$ cat src/inc/mtb_pkg.sv
`default_nettype none
// ----------------------------------------------------------------------------
// constants and types shared by the pwm time base
// ----------------------------------------------------------------------------
package mtb_pkg;

  // apb byte offsets, one aligned word per register
  localparam int unsigned  ADDR_W       = 8;
  localparam logic [7:0]   OFS_CTRL     = 8'h00;  // time_base_control
  localparam logic [7:0]   OFS_COUNT    = 8'h04;  // time_base_count
  localparam logic [7:0]   OFS_PERIOD   = 8'h08;  // period compare
  localparam logic [7:0]   OFS_KEY      = 8'h0c;  // unlock_key_reg
  localparam logic [7:0]   OFS_FLT_A    = 8'h10;  // fault_a_control
  localparam logic [7:0]   OFS_FLT_B    = 8'h14;  // fault_b_control
  localparam logic [7:0]   OFS_OEN      = 8'h18;  // output_enable_control
  localparam logic [7:0]   OFS_INT_STAT = 8'h1c;  // sticky events, read clears
  localparam logic [7:0]   OFS_INT_MASK = 8'h20;  // interrupt mask

  // unlock keys, written back to back to the key register
  localparam logic [15:0]  KEY_FIRST    = 16'habcd;
  localparam logic [15:0]  KEY_SECOND   = 16'h4321;

  // control register layout, msb first
  typedef struct packed {
    logic       time_base_on;          // counter enable
    logic       rsv14;                 // reads zero
    logic       halt_in_idle;          // stop while cpu idles
    logic [4:0] rsv12_8;               // reads zero
    logic [3:0] output_postscale_sel;  // events per output event, minus one
    logic [1:0] input_prescale_sel;    // input clock divider
    logic [1:0] count_mode_sel;        // counting mode
  } mtb_ctrl_s;

  localparam logic [15:0]  CTRL_WMASK   = 16'ha0ff;  // writable control bits
  localparam logic [15:0]  CTRL_RST     = 16'h0000;
  localparam logic [15:0]  FLT_RST      = 16'h0001;  // faults armed after reset
  localparam logic [15:0]  OEN_RST      = 16'h0000;
  localparam logic [14:0]  PERIOD_RST   = 15'h0000;
  localparam int unsigned  CNT_MSB      = 14;        // count value bits 14..0
  localparam int unsigned  DIR_BIT      = 15;        // direction flag bit

  // counting modes
  localparam logic [1:0]   MODE_FREE    = 2'b00;
  localparam logic [1:0]   MODE_SINGLE  = 2'b01;
  localparam logic [1:0]   MODE_UPDN    = 2'b10;
  localparam logic [1:0]   MODE_UPDN_DB = 2'b11;

  // prescaler selects and terminal counts (division minus one)
  localparam logic [1:0]   PRE_SEL_1    = 2'b00;
  localparam logic [1:0]   PRE_SEL_4    = 2'b01;
  localparam logic [1:0]   PRE_SEL_16   = 2'b10;
  localparam logic [5:0]   PRE_LIM_1    = 6'h00;
  localparam logic [5:0]   PRE_LIM_4    = 6'h03;
  localparam logic [5:0]   PRE_LIM_16   = 6'h0f;
  localparam logic [5:0]   PRE_LIM_64   = 6'h3f;

  // interrupt status bits
  localparam int unsigned  INT_W        = 2;
  localparam int unsigned  INT_TB_EVT   = 0;  // postscaled time base event
  localparam int unsigned  INT_SINGLE   = 1;  // single-event run finished

  // unlock sequence states
  typedef enum logic [1:0] {LK_LOCKED, LK_HALF, LK_OPEN} mtb_lock_e;

endpackage : mtb_pkg
`default_nettype wire

$ cat src/inc/mtb_tick_if.sv
`default_nettype none
// ----------------------------------------------------------------------------
// prescaler hookup between the time base and its clock divider
// ----------------------------------------------------------------------------
interface mtb_tick_if;
  logic       run;   // divider counts while high, clears while low
  logic [1:0] sel;   // input_prescale_sel
  logic       tick;  // one-cycle pulse per divided input clock
  modport ctl (output run, output sel, input tick);
  modport pre (input run, input sel, output tick);
endinterface : mtb_tick_if
`default_nettype wire

$ cat src/design/mtb_prescaler.sv
`default_nettype none
// ----------------------------------------------------------------------------
// input clock prescaler: tick once every 1, 4, 16 or 64 clocks
// ----------------------------------------------------------------------------
module mtb_prescaler
  import mtb_pkg::*;
(
  input  wire logic clk_sys_i,  // system clock
  input  wire logic rst_n_i,    // synchronous reset, active low
  mtb_tick_if.pre   tk          // run, select and tick
);

  typedef struct packed {
    logic [5:0] cnt;   // clocks since last tick
    logic       tick;  // registered tick
  } mtb_pre_s;

  mtb_pre_s   st_r;  // state
  mtb_pre_s   st_nxt;
  logic [5:0] lim;   // terminal count for the selected division

  // division lookup and counting
  always_comb begin
    unique case (tk.sel)
      PRE_SEL_1:  lim = PRE_LIM_1;
      PRE_SEL_4:  lim = PRE_LIM_4;
      PRE_SEL_16: lim = PRE_LIM_16;
      default:    lim = PRE_LIM_64;
    endcase
    st_nxt      = st_r;
    st_nxt.tick = 1'b0;
    if (!tk.run) begin
      // restart from zero so the first tick after start is a full period
      st_nxt.cnt = '0;
    end else if (st_r.cnt >= lim) begin
      st_nxt.cnt  = '0;
      st_nxt.tick = 1'b1;
    end else begin
      st_nxt.cnt = st_r.cnt + 6'h01;
    end
  end

  // state register
  always_ff @(posedge clk_sys_i) begin
    if (!rst_n_i) begin
      st_r <= '0;
    end else begin
      st_r <= st_nxt;
    end
  end

  assign tk.tick = st_r.tick;

  a_pre_div4_gap: assert property (@(posedge clk_sys_i) disable iff (!rst_n_i)
    (st_r.tick && tk.sel == PRE_SEL_4 && tk.run) |=> !st_r.tick [*3])
    else $error("prescale 1:4 ticked too soon");

endmodule : mtb_prescaler
`default_nettype wire

$ cat src/design/mtb_time_base.sv
// Added by the designer: the APB interface to the registers and the register addresses.
`default_nettype none
// ----------------------------------------------------------------------------
// ----------------------------------------------------------------------------
module mtb_time_base
  import mtb_pkg::*;
(
  input  wire logic        clk_sys_i,         // system clock, 10 MHz
  input  wire logic        rst_n_i,           // synchronous reset, active low
  input  wire logic        psel_i,            // apb select
  input  wire logic        penable_i,         // apb access phase
  input  wire logic        pwrite_i,          // apb direction
  input  wire logic [7:0]  paddr_i,           // apb byte address
  input  wire logic [31:0] pwdata_i,          // apb write data
  output logic      [31:0] prdata_o,          // apb read data
  output logic             pready_o,          // apb ready
  output logic             pslverr_o,         // apb error, unmapped address
  input  wire logic        cpu_idle_i,        // cpu in idle mode, same clock
  input  wire logic        fault_a_pin_i,     // fault pin a, asynchronous
  input  wire logic        fault_b_pin_i,     // fault pin b, asynchronous
  output logic      [15:0] fault_a_control_o, // fault a control value
  output logic      [15:0] fault_b_control_o, // fault b control value
  output logic      [15:0] output_enable_control_o, // output enables
  output logic      [15:0] time_base_count_o, // direction flag and count
  output logic             tb_event_o,        // postscaled event pulse
  output logic             irq_o              // level interrupt
);

  import mtb_pkg::*;

  // --------------------------------------------------------------------------
  // state
  // --------------------------------------------------------------------------
  typedef struct packed {
    mtb_ctrl_s          ctrl;     // time_base_control
    logic               dir;      // count_direction_flag, 1 = down
    logic [CNT_MSB:0]   count;    // count_value
    logic [CNT_MSB:0]   period;   // period compare
    logic [15:0]        flt_a;    // fault_a_control
    logic [15:0]        flt_b;    // fault_b_control
    logic [15:0]        oen;      // output_enable_control
    mtb_lock_e          lock;     // unlock sequence progress
    logic [INT_W-1:0]   stat;     // sticky interrupt status
    logic [INT_W-1:0]   mask;     // interrupt mask
    logic [3:0]         post;     // postscaler event count
    logic               evt;      // postscaled event pulse
    logic               irq;      // registered interrupt level
    logic [31:0]        prdata;   // read data captured in setup
    logic               perr;     // decode error captured in setup
    logic [1:0]         sync_a;   // fault a synchroniser
    logic [1:0]         sync_b;   // fault b synchroniser
  } mtb_state_s;

  localparam mtb_state_s ST_RST = '{ctrl: CTRL_RST, period: PERIOD_RST,
                                    flt_a: FLT_RST, flt_b: FLT_RST,
                                    oen: OEN_RST, lock: LK_LOCKED, default: '0};

  mtb_state_s  st_r;      // registered state
  mtb_state_s  st_nxt;    // next state
  mtb_tick_if  tk ();     // prescaler hookup

  logic        setup;     // apb setup cycle
  logic        acc;       // apb access completes this edge
  logic        wr;        // completing write
  logic        rd;        // completing read
  logic        run;       // counter allowed to advance
  logic        top;       // count at period
  logic        bot;       // count at zero
  logic        hit;       // raw time base event this cycle
  logic        prot_ok;   // protected write allowed
  logic        dec_ok;    // address decodes to a register
  logic [15:0] rd_val;    // read mux result
  logic [15:0] wd;        // low half of write data

  // --------------------------------------------------------------------------
  // bus phase decode; zero wait states, so every access phase completes
  // --------------------------------------------------------------------------
  assign setup    = psel_i && !penable_i;
  assign acc      = psel_i && penable_i;
  assign wr       = acc && pwrite_i;
  assign rd       = acc && !pwrite_i;
  assign wd       = pwdata_i[15:0];
  assign prot_ok  = (st_r.lock == LK_OPEN);
  assign pready_o = 1'b1;
  assign pslverr_o = acc && st_r.perr;

  // halt in idle gates the enable; single mode clears the enable itself
  assign run = st_r.ctrl.time_base_on
            && !(st_r.ctrl.halt_in_idle && cpu_idle_i);
  assign top = (st_r.count == st_r.period);
  assign bot = (st_r.count == '0);

  assign tk.run = run;
  assign tk.sel = st_r.ctrl.input_prescale_sel;

  mtb_prescaler u_pre (
    .clk_sys_i (clk_sys_i),
    .rst_n_i   (rst_n_i),
    .tk        (tk)
  );

  // --------------------------------------------------------------------------
  // read mux, sampled in the setup cycle so read data leaves a flip-flop
  // --------------------------------------------------------------------------
  always_comb begin
    rd_val = '0;
    dec_ok = 1'b1;
    unique case (paddr_i)
      OFS_CTRL:     rd_val = st_r.ctrl & CTRL_WMASK;
      OFS_COUNT:    rd_val = {st_r.dir, st_r.count};
      OFS_PERIOD:   rd_val = {1'b0, st_r.period};
      OFS_KEY:      rd_val = {14'h0000, st_r.sync_b[1], st_r.sync_a[1]};
      OFS_FLT_A:    rd_val = st_r.flt_a;
      OFS_FLT_B:    rd_val = st_r.flt_b;
      OFS_OEN:      rd_val = st_r.oen;
      OFS_INT_STAT: rd_val = {14'h0000, st_r.stat};
      OFS_INT_MASK: rd_val = {14'h0000, st_r.mask};
      default:      dec_ok = 1'b0;                           // unmapped
    endcase
  end

  // --------------------------------------------------------------------------
  // next state
  // --------------------------------------------------------------------------
  always_comb begin
    st_nxt     = st_r;
    st_nxt.evt = 1'b0;
    hit        = 1'b0;

    // fault pins: first stage feeds only the second
    st_nxt.sync_a = {st_r.sync_a[0], fault_a_pin_i};
    st_nxt.sync_b = {st_r.sync_b[0], fault_b_pin_i};

    // counting on each prescaled tick
    if (run && tk.tick) begin
      unique case (st_r.ctrl.count_mode_sel)
        MODE_FREE, MODE_SINGLE: begin
          st_nxt.dir = 1'b0;
          if (top) begin
            st_nxt.count = '0;
            hit          = 1'b1;
            if (st_r.ctrl.count_mode_sel == MODE_SINGLE) begin
              st_nxt.ctrl.time_base_on = 1'b0;
              st_nxt.stat[INT_SINGLE]  = 1'b1;
            end
          end else begin
            st_nxt.count = st_r.count + 15'h0001;
          end
        end
        MODE_UPDN, MODE_UPDN_DB: begin
          // the turn costs one tick at each end, which keeps a zero period safe
          if (!st_r.dir) begin
            if (top) begin
              st_nxt.dir = 1'b1;
              hit = (st_r.ctrl.count_mode_sel == MODE_UPDN_DB);
            end else begin
              st_nxt.count = st_r.count + 15'h0001;
            end
          end else begin
            if (bot) begin
              st_nxt.dir = 1'b0;
              hit        = 1'b1;
            end else begin
              st_nxt.count = st_r.count - 15'h0001;
            end
          end
        end
      endcase
    end

    // output postscaler
    if (hit) begin
      if (st_r.post >= st_r.ctrl.output_postscale_sel) begin
        st_nxt.post = '0;
        st_nxt.evt  = 1'b1;
      end else begin
        st_nxt.post = st_r.post + 4'h1;
      end
    end

    // bus setup: capture read data and decode result
    if (setup) begin
      st_nxt.prdata = {16'h0000, rd_val};
      st_nxt.perr   = !dec_ok;
    end

    // bus writes; software wins over the counter in the same cycle
    if (wr) begin
      unique case (paddr_i)
        OFS_CTRL:     st_nxt.ctrl   = wd & CTRL_WMASK;
        OFS_COUNT:    st_nxt.count  = wd[CNT_MSB:0];
        OFS_PERIOD:   st_nxt.period = wd[CNT_MSB:0];
        OFS_INT_MASK: st_nxt.mask   = wd[INT_W-1:0];
        OFS_FLT_A:    if (prot_ok) st_nxt.flt_a = wd;
        OFS_FLT_B:    if (prot_ok) st_nxt.flt_b = wd;
        OFS_OEN:      if (prot_ok) st_nxt.oen   = wd;
        default:      ;                                      // key or read-only
      endcase
    end

    // any completed access moves the unlock sequence
    if (acc) begin
      unique case (st_r.lock)
        LK_LOCKED: st_nxt.lock = (wr && paddr_i == OFS_KEY && wd == KEY_FIRST)
                                 ? LK_HALF : LK_LOCKED;
        LK_HALF: begin
          if (wr && paddr_i == OFS_KEY && wd == KEY_SECOND) begin
            st_nxt.lock = LK_OPEN;
          end else if (wr && paddr_i == OFS_KEY && wd == KEY_FIRST) begin
            st_nxt.lock = LK_HALF;
          end else begin
            st_nxt.lock = LK_LOCKED;
          end
        end
        LK_OPEN: st_nxt.lock = (wr && paddr_i == OFS_KEY && wd == KEY_FIRST)
                               ? LK_HALF : LK_LOCKED;
      endcase
    end

    // read of status clears only the bits that were returned
    if (rd && paddr_i == OFS_INT_STAT) begin
      st_nxt.stat = st_r.stat & ~st_r.prdata[INT_W-1:0];
    end
    // a new event in the clearing cycle is kept: set after clear
    if (st_nxt.evt) begin
      st_nxt.stat[INT_TB_EVT] = 1'b1;
    end
    if (run && tk.tick && top && !st_r.dir
        && st_r.ctrl.count_mode_sel == MODE_SINGLE) begin
      st_nxt.stat[INT_SINGLE] = 1'b1;
    end
    st_nxt.irq = |(st_nxt.stat & st_nxt.mask);
  end

  // --------------------------------------------------------------------------
  // state register
  // --------------------------------------------------------------------------
  always_ff @(posedge clk_sys_i) begin
    if (!rst_n_i) begin
      st_r <= ST_RST;
    end else begin
      st_r <= st_nxt;
    end
  end

  // outputs, all from flip-flops
  assign prdata_o                = st_r.prdata;
  assign fault_a_control_o       = st_r.flt_a;
  assign fault_b_control_o       = st_r.flt_b;
  assign output_enable_control_o = st_r.oen;
  assign time_base_count_o       = {st_r.dir, st_r.count};
  assign tb_event_o              = st_r.evt;
  assign irq_o                   = st_r.irq;

  // --------------------------------------------------------------------------
  // checks
  // --------------------------------------------------------------------------
  a_count_held_off: assert property (@(posedge clk_sys_i) disable iff (!rst_n_i)
    (!st_r.ctrl.time_base_on && !(wr && paddr_i == OFS_COUNT))
    |=> $stable(st_r.count) && $stable(st_r.dir))
    else $error("count moved while disabled");

  a_idle_halts_count: assert property (@(posedge clk_sys_i) disable iff (!rst_n_i)
    (st_r.ctrl.halt_in_idle && cpu_idle_i && !(wr && paddr_i == OFS_COUNT))
    |=> $stable(st_r.count))
    else $error("count moved in idle with halt set");

  a_post_ratio: assert property (@(posedge clk_sys_i) disable iff (!rst_n_i)
    (hit && st_r.post == st_r.ctrl.output_postscale_sel) |=> st_r.evt && st_r.post == '0)
    else $error("postscaler missed its terminal event");

  a_free_wrap_zero: assert property (@(posedge clk_sys_i) disable iff (!rst_n_i)
    (run && tk.tick && top && st_r.ctrl.count_mode_sel == MODE_FREE && !wr)
    |=> st_r.count == '0 && !st_r.dir)
    else $error("free-running count did not wrap");

  a_single_stops: assert property (@(posedge clk_sys_i) disable iff (!rst_n_i)
    (run && tk.tick && top && st_r.ctrl.count_mode_sel == MODE_SINGLE && !wr)
    |=> !st_r.ctrl.time_base_on ##1 !st_r.ctrl.time_base_on || $past(wr))
    else $error("single event run did not stop");

  a_updown_turn: assert property (@(posedge clk_sys_i) disable iff (!rst_n_i)
    (run && tk.tick && top && !st_r.dir && st_r.ctrl.count_mode_sel[1])
    |=> st_r.dir)
    else $error("up/down count did not turn at period");

  a_dir_readback: assert property (@(posedge clk_sys_i) disable iff (!rst_n_i)
    (setup && !pwrite_i && paddr_i == OFS_COUNT)
    |=> st_r.prdata[DIR_BIT] == $past(st_r.dir))
    else $error("direction flag read back wrong");

  a_lock_blocks_write: assert property (@(posedge clk_sys_i) disable iff (!rst_n_i)
    (wr && paddr_i == OFS_FLT_A && st_r.lock != LK_OPEN) |=> $stable(st_r.flt_a))
    else $error("locked fault control was written");

  a_unlock_one_shot: assert property (@(posedge clk_sys_i) disable iff (!rst_n_i)
    (acc && st_r.lock == LK_OPEN) |=> st_r.lock != LK_OPEN)
    else $error("unlock survived past one access");

endmodule : mtb_time_base
`default_nettype wire

$ cat config.mk
export PLATFORM = sky130hd
export DESIGN_NAME = mtb_time_base
export DESIGN_NICKNAME = d
export VERILOG_FILES = /design/src/inc/mtb_pkg.sv /design/src/inc/mtb_tick_if.sv /design/src/design/mtb_prescaler.sv /design/src/design/mtb_time_base.sv
export SDC_FILE = /design/constraint.sdc
export NUM_CORES = 1
export LEC_CHECK = 0
export BUFFER_PORTS_ARGS = -buffer_cell sky130_fd_sc_hd__buf_2
export CAP_MARGIN = 20
export CORE_MARGIN = 2
export CORE_UTILIZATION = 57
export DETAILED_ROUTE_END_ITERATION = 7
export HOLD_SLACK_MARGIN = 0.15
export PLACE_DENSITY = 0.78
export SYNTH_ARGS = -nofsm -noshare
export SYNTH_HDL_FRONTEND = slang
export SYNTH_HIERARCHICAL = 1
export SYNTH_SLANG_ARGS = --single-unit
$ cat constraint.sdc
create_clock -name clk_sys_i -period 3.2 [get_ports clk_sys_i]
set_input_delay 0.32 -clock clk_sys_i [delete_from_list [all_inputs] [get_ports clk_sys_i]]
set_output_delay 0.32 -clock clk_sys_i [all_outputs]
set_load 0.005 [all_outputs]
# After elaboration in Yosys (flattened, before gate mapping)
# Index checks and enable logic that the tools add are counted.
[classes] n_lt_le_gt_ge=2 addsub=4 mux=47 bitwise=5 reduce_logical=37 n_eq_ne=18
[op_table] operator="$mux W16" count=9
[op_table] operator="$pmux W16 S9" count=1
[op_table] operator="$mux W15" count=6
[op_table] operator="$mux W78" count=1
[op_table] operator="$eq A8 B5 Y1 const B" count=4
[op_table] operator="$pmux W16 S2" count=1
[op_table] operator="$mux W1" count=21
[op_table] operator="$pmux W6 S3" count=1
[op_table] operator="$eq A16 B15 Y1 const B" count=1
[op_table] operator="$eq A16 B16 Y1 const B" count=1
[op_table] operator="$eq A8 B4 Y1 const B" count=2
[op_table] operator="$add A15 B1 Y15 const B" count=1
[op_table] operator="$eq A15 B15 Y1" count=1
[op_table] operator="$logic_and A1 B1 Y1" count=15
[op_table] operator="$logic_not A15 Y1" count=1
[op_table] operator="$sub A15 B1 Y15 const B" count=1
[op_table] operator="$reduce_and A3 Y1" count=3
[op_table] operator="$reduce_or A9 Y1" count=1
[op_table] operator="$eq A2 B2 Y1 const B" count=4
[op_table] operator="$eq A8 B3 Y1 const B" count=1
[op_table] operator="$eq A8 B6 Y1 const B" count=1
[op_table] operator="$logic_not A8 Y1" count=1
[op_table] operator="$mux W2" count=4
[op_table] operator="$reduce_or A2 Y1" count=4
[op_table] operator="15 further kinds" count=27
[totals] ff_bits=129 elab_cells=136 inputBits=48 output_inout_bits=100

# Depth between registers and ports, before layout
# Gate-level depths: netlist (run 1).
[logic_depth] depth_word=10 mapped_depth=10 depth_no_buf=9

# Modules after synthesis
# The synthesis (run 1) kept the hierarchy.
[by_module_without_submodules] module="mtb_time_base" seq_area_each_um2=2442.3 cells_per_inst=930 area_each_um2=7523.5 instances=1
[by_module_without_submodules] module="mtb_prescaler" seq_area_each_um2=140.1 cells_per_inst=45 area_each_um2=409.1 instances=1

# Least setup slack after synthesis (run 1)
# Ideal clock, no wire load.
[synth_timing] path_kind="register to register" start="reg st_r, in the netlist time_base_count_o[0]" end="reg st_r, in the netlist time_base_count_o[0]" slack_ns=0.920 setup_ns=0.074 path_buffers=1 period_less_slack_ns=2.280 path_stages_with_launch=11 arrival_ns=2.206 path_cell_list="dfxtp_1 -> buf_2 -> xor2_1 -> nor4_1 -> and4_1 -> inv_1 -> ha_1 -> o21ai_0 -> nor3_1 -> or4_1 -> o21ai_0"
[synth_via] elab_chain_len=7 elab_cells_between_ends=12
[synth_lines] element="start: declaration" line_no="mtb_time_base.sv:58" text="mtb_state_s st_r;"
[synth_lines] element="start signal: assignment" line_no="mtb_time_base.sv:242" text="st_r <= st_nxt;"
[synth_lines] element="$add A15 B1 Y15 (tied with other cells)" line_no="mtb_time_base.sv:147, mtb_time_base.sv:157"
[synth_lines] element="$mux W15 (on tied branches)" line_no="mtb_time_base.sv:153, mtb_time_base.sv:160"
[synth_lines] element="$mux W16" line_no="mtb_time_base.sv:152" text="if (!st_r.dir) begin"
[synth_lines] element="$pmux W16 S2" line_no="mtb_time_base.sv:136" text="unique case (st_r.ctrl.count_mode_sel)"
[synth_lines] element="$mux W15 *" line_no="mtb_time_base.sv:135" text="if (run && tk.tick) begin"
[synth_lines] element="$mux W15" line_no="mtb_time_base.sv:189" text="unique case (paddr_i)"
[synth_lines] element="$mux W78 *" line_no="mtb_time_base.sv:188" text="if (wr) begin"
# Mark *: on every way between the ends. The rest lies on a longest branch, timed or not.
# A chain may end at the register's enable or synchronous reset.

# Final worst setup path (run 1)
# Same ends and word-level chain as after synthesis.

==> impl_metrics.ini, run 1 <==
[clocking]
insertion_delay_ns = 0.42
clock_path_buffers = 2
cts_root_buf = clkbuf_16
clock-sinks = 129
cts_hold_buffers = 2
numCtsBuffers = 17
cts_resized = 0
htreeDepth = 4
cts_setup_buffers = 0
path_clk_slew_ns = 0.05
cts_tree = built

[grt]
grt_pass1_vias = 6764
grt.overflow.total = 0
grt_antenna_before_repair = 0
grt.total_usage_pct = 32.00
grt_pass1_wl_um = 36710
grt_max_degree = 62

[power_and_ir_drop]
ir_drop_mv = 0.5126
finalPower_mw = 3.729
total_leakage_power_nw = 3.375
power_density_mw_per_mm2 = 435.8

[sta]
finalCriticalPeriod_ns = 2.751
worst-slew-pin-transition_ns = 0.8395
finalSetupTns_ns = 0
relSlewSlack_pct = 43.44
skew_ns = 0.009695
max_freq_mhz = 363.5
rsz0062_at_grt = no
timing.final.crit_share_pct = 85.96
slew_violations = 0
finalHoldViolCount = 0
setup_viol = 0

[route]
first_pass_iters = 6
wirelength_um = 23790
post_drt_wl_per_cell_um = 20.15
antenna_left = 0
drtIter0Drc = 1204
route.detailed.drc = 0
viasPerCell = 6.282
vias = 7419

[die]
die_w_um = 122.0
core_mm2 = 0.01372
die_h_um = 122.0
initial_core_util_pct = 57.82
die-area_mm2 = 0.01488
io_pins = 148
rows = 43

[place]
placed_cell_area_mm2 = 0.007948
gp_routability_congestion = 0.9486
io_buffer_count = 114
post-dp-hpwl_um = 16570

[worst_setup_path]
crit_fanout = 10
cp_slowest_cell = dfxtp_1
arrival_ns = 3.10
crit_buf_inv = 1
path_cells = xor2_1 > nor4_1 > and4_1 > inv_1 > ha_1 > o21ai_0 > nor3_1 > or4_1 > o21ai_0
critPathKind = reg -> reg
critPathLaunchType = flop
path_common_cell = o21ai_0
max_stage_delay_ns = 0.54
crit_family = simple AND/OR/NAND/NOR gates
worst_ep_required_time_ns = 3.55
end_kind = flop

[run_status]
status = finished clean

[finish]
design_area_mm2 = 0.008557
nFillCells = 1208
layout-drive-gt1-share_pct = 21.38
nets = 1053
num_antenna_cells = 0
syn2layout_area_growth_pct = 7.871

[yosys]
dominantRegCellSynth = dfxtp_1
yosysSeqAreaShare_pct = 32.56
synth_cell_type_count = 76
syn_inst = 975
synth-seq-cells = 129
synth_edf_count = 0
ys_warn_count = 6
synthArstFlopShare_pct = 0
avgSynthCellArea_um2 = 8.136
syn_area_mm2 = 0.007933

[worst_hold_path]
holdCritPathClass = in -> reg

[job]
maxCapViolCount = 0
## tightest hold or removal path: stages
cell     delay, ns
buf_2         0.14
nand2_1       0.07
a21oi_1       0.05
## synthesized netlist by cell type (18+ instances only)
cell	number	area [um2]
a22oi_1	20	150.1
buf_2	23	115.1
buf_4	102	765.7
clkbuf_1	33	123.9
a21oi_1	56	280.3
nand2_1	122	457.9
nor3_1	19	95.09
o21ai_0	39	195.2
xor2_1	18	157.7
nand3_1	34	170.2
mux2i_1	53	530.5
dfxtp_1	129	2582
inv_1	19	71.32
nor2_1	89	334.1
## report_power, final
part	internal [mW]	switching, mW	total (mW)
combinational	0.0481	0.129	0.177
clock	1.22	0.723	1.94
sequential	1.61	0.00161	1.61
## final cells by class
cell class / count / area [um2] / area share (%)
clock buffer: 21 / 480.5 / 5.615
tap: 180 / 225.2 / 2.632
inverter: 21 / 78.83 / 0.9212
clock inverter: 10 / 108.9 / 1.272
sequential: 129 / 2582 / 30.18
multi-input combinational: 676 / 4268 / 49.88
timing repair buffer: 144 / 813.3 / 9.504
## metal layers
| layer | GRT usage (%) | wire length (um) |
|---|---|---|
| met2 | 49.72 | 10770 |
| met5 | 0 | 0 |
| met3 | 7.303 | 2587 |
| met1 | 42.64 | 9486 |
| met4 | 13.79 | 955 |
## cell families (layout without fill, tap and decap cells)
kind of cell / after synthesis / in the layout / share of synthesized area, %
XOR/XNOR: 22 / 22 / 2.429
flip-flops: 129 / 129 / 32.56
AO/OA/AOI/OAI: 200 / 200 / 16.77
AND/OR/NAND/NOR: 358 / 358 / 22.68
other: 2 / 17 / 0.09467
multiplexers: 63 / 63 / 8.533
buffers and inverters: 185 / 196 / 14.42
adder cells (fa/ha/maj): 16 / 16 / 2.524
## placed cells by master (no fill, tap or decap), types with 18 or more instances in the layout
cell,count
mux2i_1,53
xor2_1,18
buf_2,114
nor3_1,18
nand2_1,122
a21oi_1,56
a22oi_1,20
o21ai_0,39
nor2_1,89
nand3_1,34
dfxtp_1,129
buf_4,27
inv_1,19
## final timing paths
| kind | from | end | slack, ns | depth (start not counted) |
|---|---|---|---|---|
| setup / recovery | time_base_count_o[0]$_SDFF_PN0_ | time_base_count_o[0]$_SDFF_PN0_ | 0.45 | 9 |
| hold / removal | pwdata_i[15] | st_r[143]$_SDFF_PN0_ | 0.21 | 3 |
| setup reg to reg | time_base_count_o[0]$_SDFF_PN0_ | time_base_count_o[0]$_SDFF_PN0_ | 0.45 | 9 |
| hold reg to reg | st_nxt[3]$_SDFF_PN0_ | st_r[3]$_SDFF_PN0_ | 0.44 | 1 |
## sequential cells by signal, indices dropped and copies added (netlist names), 2 cells and up
signal and count:
st_nxt 2, prdata_o 16, tk.sel 2, output_enable_control_o 16, u_pre/st_r 6, st_r 36
fault_b_control_o 16, fault_a_control_o 16, time_base_count_o 16
## per-stage QoR
stage,hold slack (ns),cells,setup WS [ns],util [%]
finish,0.2089,1181,0.4493,62.37
global route,0.2137,1181,0.1871,62.37
CTS,0.2027,1181,0.4863,62.37
detailed placement,0.4215,1148,0.5784,57.93
global placement,0.4161,1148,0.5948,57.93
floorplan,0.4119,990,0.9200,-
(Power assumes the default switching activity.)
==> run 2: changes to the inputs <==
--- a/config.mk
+++ b/config.mk
@@ -5,13 +5,13 @@
 export SDC_FILE = /design/constraint.sdc
 export NUM_CORES = 1
 export LEC_CHECK = 0
-export BUFFER_PORTS_ARGS = -buffer_cell sky130_fd_sc_hd__buf_2
 export CAP_MARGIN = 20
 export CORE_MARGIN = 2
-export CORE_UTILIZATION = 57
+export CORE_UTILIZATION = 59
 export DETAILED_ROUTE_END_ITERATION = 7
+export DONT_BUFFER_PORTS = 1
 export HOLD_SLACK_MARGIN = 0.15
-export PLACE_DENSITY = 0.78
+export PLACE_DENSITY = 0.71
 export SYNTH_ARGS = -nofsm -noshare
 export SYNTH_HDL_FRONTEND = slang
 export SYNTH_HIERARCHICAL = 1
==> run 2 against run 1 <==
Compared with the run above:
- total power is essentially flat
- non-clock buffer count shrank 94
- combinational power shrank 19%
- register-to-register slack gained 0.15 ns
- first-iteration DRC count shrank 25%
- critical endpoint is now time_base_count_o[6]$_SDFF_PN0_
- count of clock-buffer cells in the layout shrank 2
==> impl_metrics.ini, run 2 (synthesized netlist as in run 1, its figures left out) <==
[route]
antenna_left = 0
route.detailed.drc = 0
wirelength_um = 25290
post_drt_wl_per_cell_um = 23.33
wl_met3_um = 3286
first_pass_iters = 6
drtIter0Drc = 903
viasPerCell = 6.618
wl_met2_um = 11690
top_layer_used = met5
vias = 7174
wl_met1_um = 9076

[worst_hold_path]
hold_path_depth = 2
holdCritPathClass = in -> reg
worstHoldEndpoint = time_base_count_o[9]$_SDFF_PN0_
hp-start = pwdata_i[9]

[clocking]
insertion_delay_ns = 0.43
path_clk_slew_ns = 0.06
cts_tree = built
clock_path_buffers = 2
numCtsBuffers = 17
clock-sinks = 129
cts_root_buf = clkbuf_16
htreeDepth = 4
cts_setup_buffers = 0

[grt]
grt.total_usage_pct = 35.15
grt_pass1_vias = 6959
grt_pass1_wl_um = 39030
grt.overflow.total = 0
grt_max_degree = 44
grt_antenna_before_repair = 3

[job]
maxCapViolCount = 0

[sta]
finalCriticalPeriod_ns = 2.596
rsz0062_at_grt = no
hold_ws_ns = 0.1457
finalHoldViolCount = 0
relSlewSlack_pct = 30.71
max_freq_mhz = 385.2
slew_violations = 0
timing.final.crit_share_pct = 81.13
setup_viol = 0
finalSetupTns_ns = 0
skew_ns = 0.008682
worst-slew-pin-transition_ns = 1.031

[finish]
nFillCells = 1145
layout_commonest_cell = dfxtp_1
num_antenna_cells = 0
largest_reg_flops = 36
layout-drive-gt1-share_pct = 11.01
syn2layout_area_growth_pct = 3.139
nets = 959
layout_common_cells = dfxtp_1, nand2_1, nor2_1
largest_register = st_r

[die]
io_pins = 148
die_w_um = 120.0
initial_core_util_pct = 60.14
rows = 42
core_mm2 = 0.01319
die-area_mm2 = 0.01439
die_h_um = 120.0

[power_and_ir_drop]
finalPower_mw = 3.727
ir_drop_mv = 0.4767
power_density_mw_per_mm2 = 455.6
total_leakage_power_nw = 2.860

[worst_setup_path]
critPathLaunchType = flop
crit-reg2reg-capture = time_base_count_o[6]$_SDFF_PN0_
arrival_ns = 2.97
critPathKind = reg -> reg
worst_ep_required_time_ns = 3.57
crit_fanout = 21
ff2ff_path_depth = 8
r2r_start = time_base_count_o[0]$_SDFF_PN0_
r2r_slack_ns = 0.60
end_kind = flop

[place]
gp_routability_congestion = 0.9830
post-dp-hpwl_um = 17090
io_buffer_count = 0

[run_status]
status = finished clean
[run 2: cell types whose count changed in the layout (fill, tap and decap cells not counted)]
cell	before	now
clkinv_4	1	3
clkbuf_1	0	2
clkinvlp_4	2	5
clkbuf_8	4	0
buf_12	1	0
buf_8	0	1
buf_4	27	28
bufinv_16	2	3
buf_2	114	0
clkinv_2	5	2
dlygate4sd3_1	2	21
[run 2: worst max path at each step]
stage	start	cells past startpoint	endpoint
after global placement	time_base_count_o[0]$_SDFF_PN0_	8	time_base_count_o[6]$_SDFF_PN0_
final	time_base_count_o[0]$_SDFF_PN0_	8	time_base_count_o[6]$_SDFF_PN0_
after detailed placement	time_base_count_o[0]$_SDFF_PN0_	10	time_base_count_o[0]$_SDFF_PN0_
after CTS	time_base_count_o[0]$_SDFF_PN0_	10	time_base_count_o[0]$_SDFF_PN0_
after global routing	time_base_count_o[0]$_SDFF_PN0_	8	time_base_count_o[6]$_SDFF_PN0_
after floorplan	time_base_count_o[0]$_SDFF_PN0_	10	time_base_count_o[0]$_SDFF_PN0_
[run 2: timing repair]
item                                   in CTS  in global routing
resized for setup                           0                  0
endpoints found under the hold margin     100                  1
hold buffers                               20                  1
[run 2: final cells by class]
class	count	area [um2]	area share, %
inverter	21	78.83	0.9634
clock buffer	19	432.9	5.291
sequential	129	2582	31.56
timing repair buffer	50	435.4	5.322
multi-input combinational	676	4268	52.16
tap	176	220.2	2.692
clock inverter	13	163.9	2.003
[run 2: per-stage QoR]
step                      cell area [um2]  util [%]  instances  setup WS, ns
after global routing                 8182     62.03       1084        0.4841
after CTS                            8157     61.84       1082        0.6641
after detailed placement             7360     55.80       1030        0.6832
after global placement               7360     55.80       1030        0.7920
after floorplan                      7989         -        990        0.9200
final                                8182     62.03       1084        0.6038
[run 2: worst max-delay path, cell delays in order, from the launching register on]
cell and delay [ns]:
dfxtp_1 0.30, buf_4 0.17, xor2_1 0.17, nor4_1 0.31, and4_1 0.28, buf_4 0.27
o21ai_0 0.32, a311oi_1 0.46, o221a_2 0.25
[run 2: metal layers]
| layer | GRT usage [%] | vias to the layer above |
|---|---|---|
| met5 | 0 | - |
| met4 | 17.65 | 2 |
| met3 | 12.83 | 105 |
| met2 | 54.94 | 510 |
| met1 | 42.51 | 3366 |
| li1 | - | 3191 |
[run 2: power by group]
group | switching [mW] | internal, mW
logic | 0.0966 | 0.0477
registers | 0.00114 | 1.61
clock network | 0.750 | 1.22
total | 0.848 | 2.88
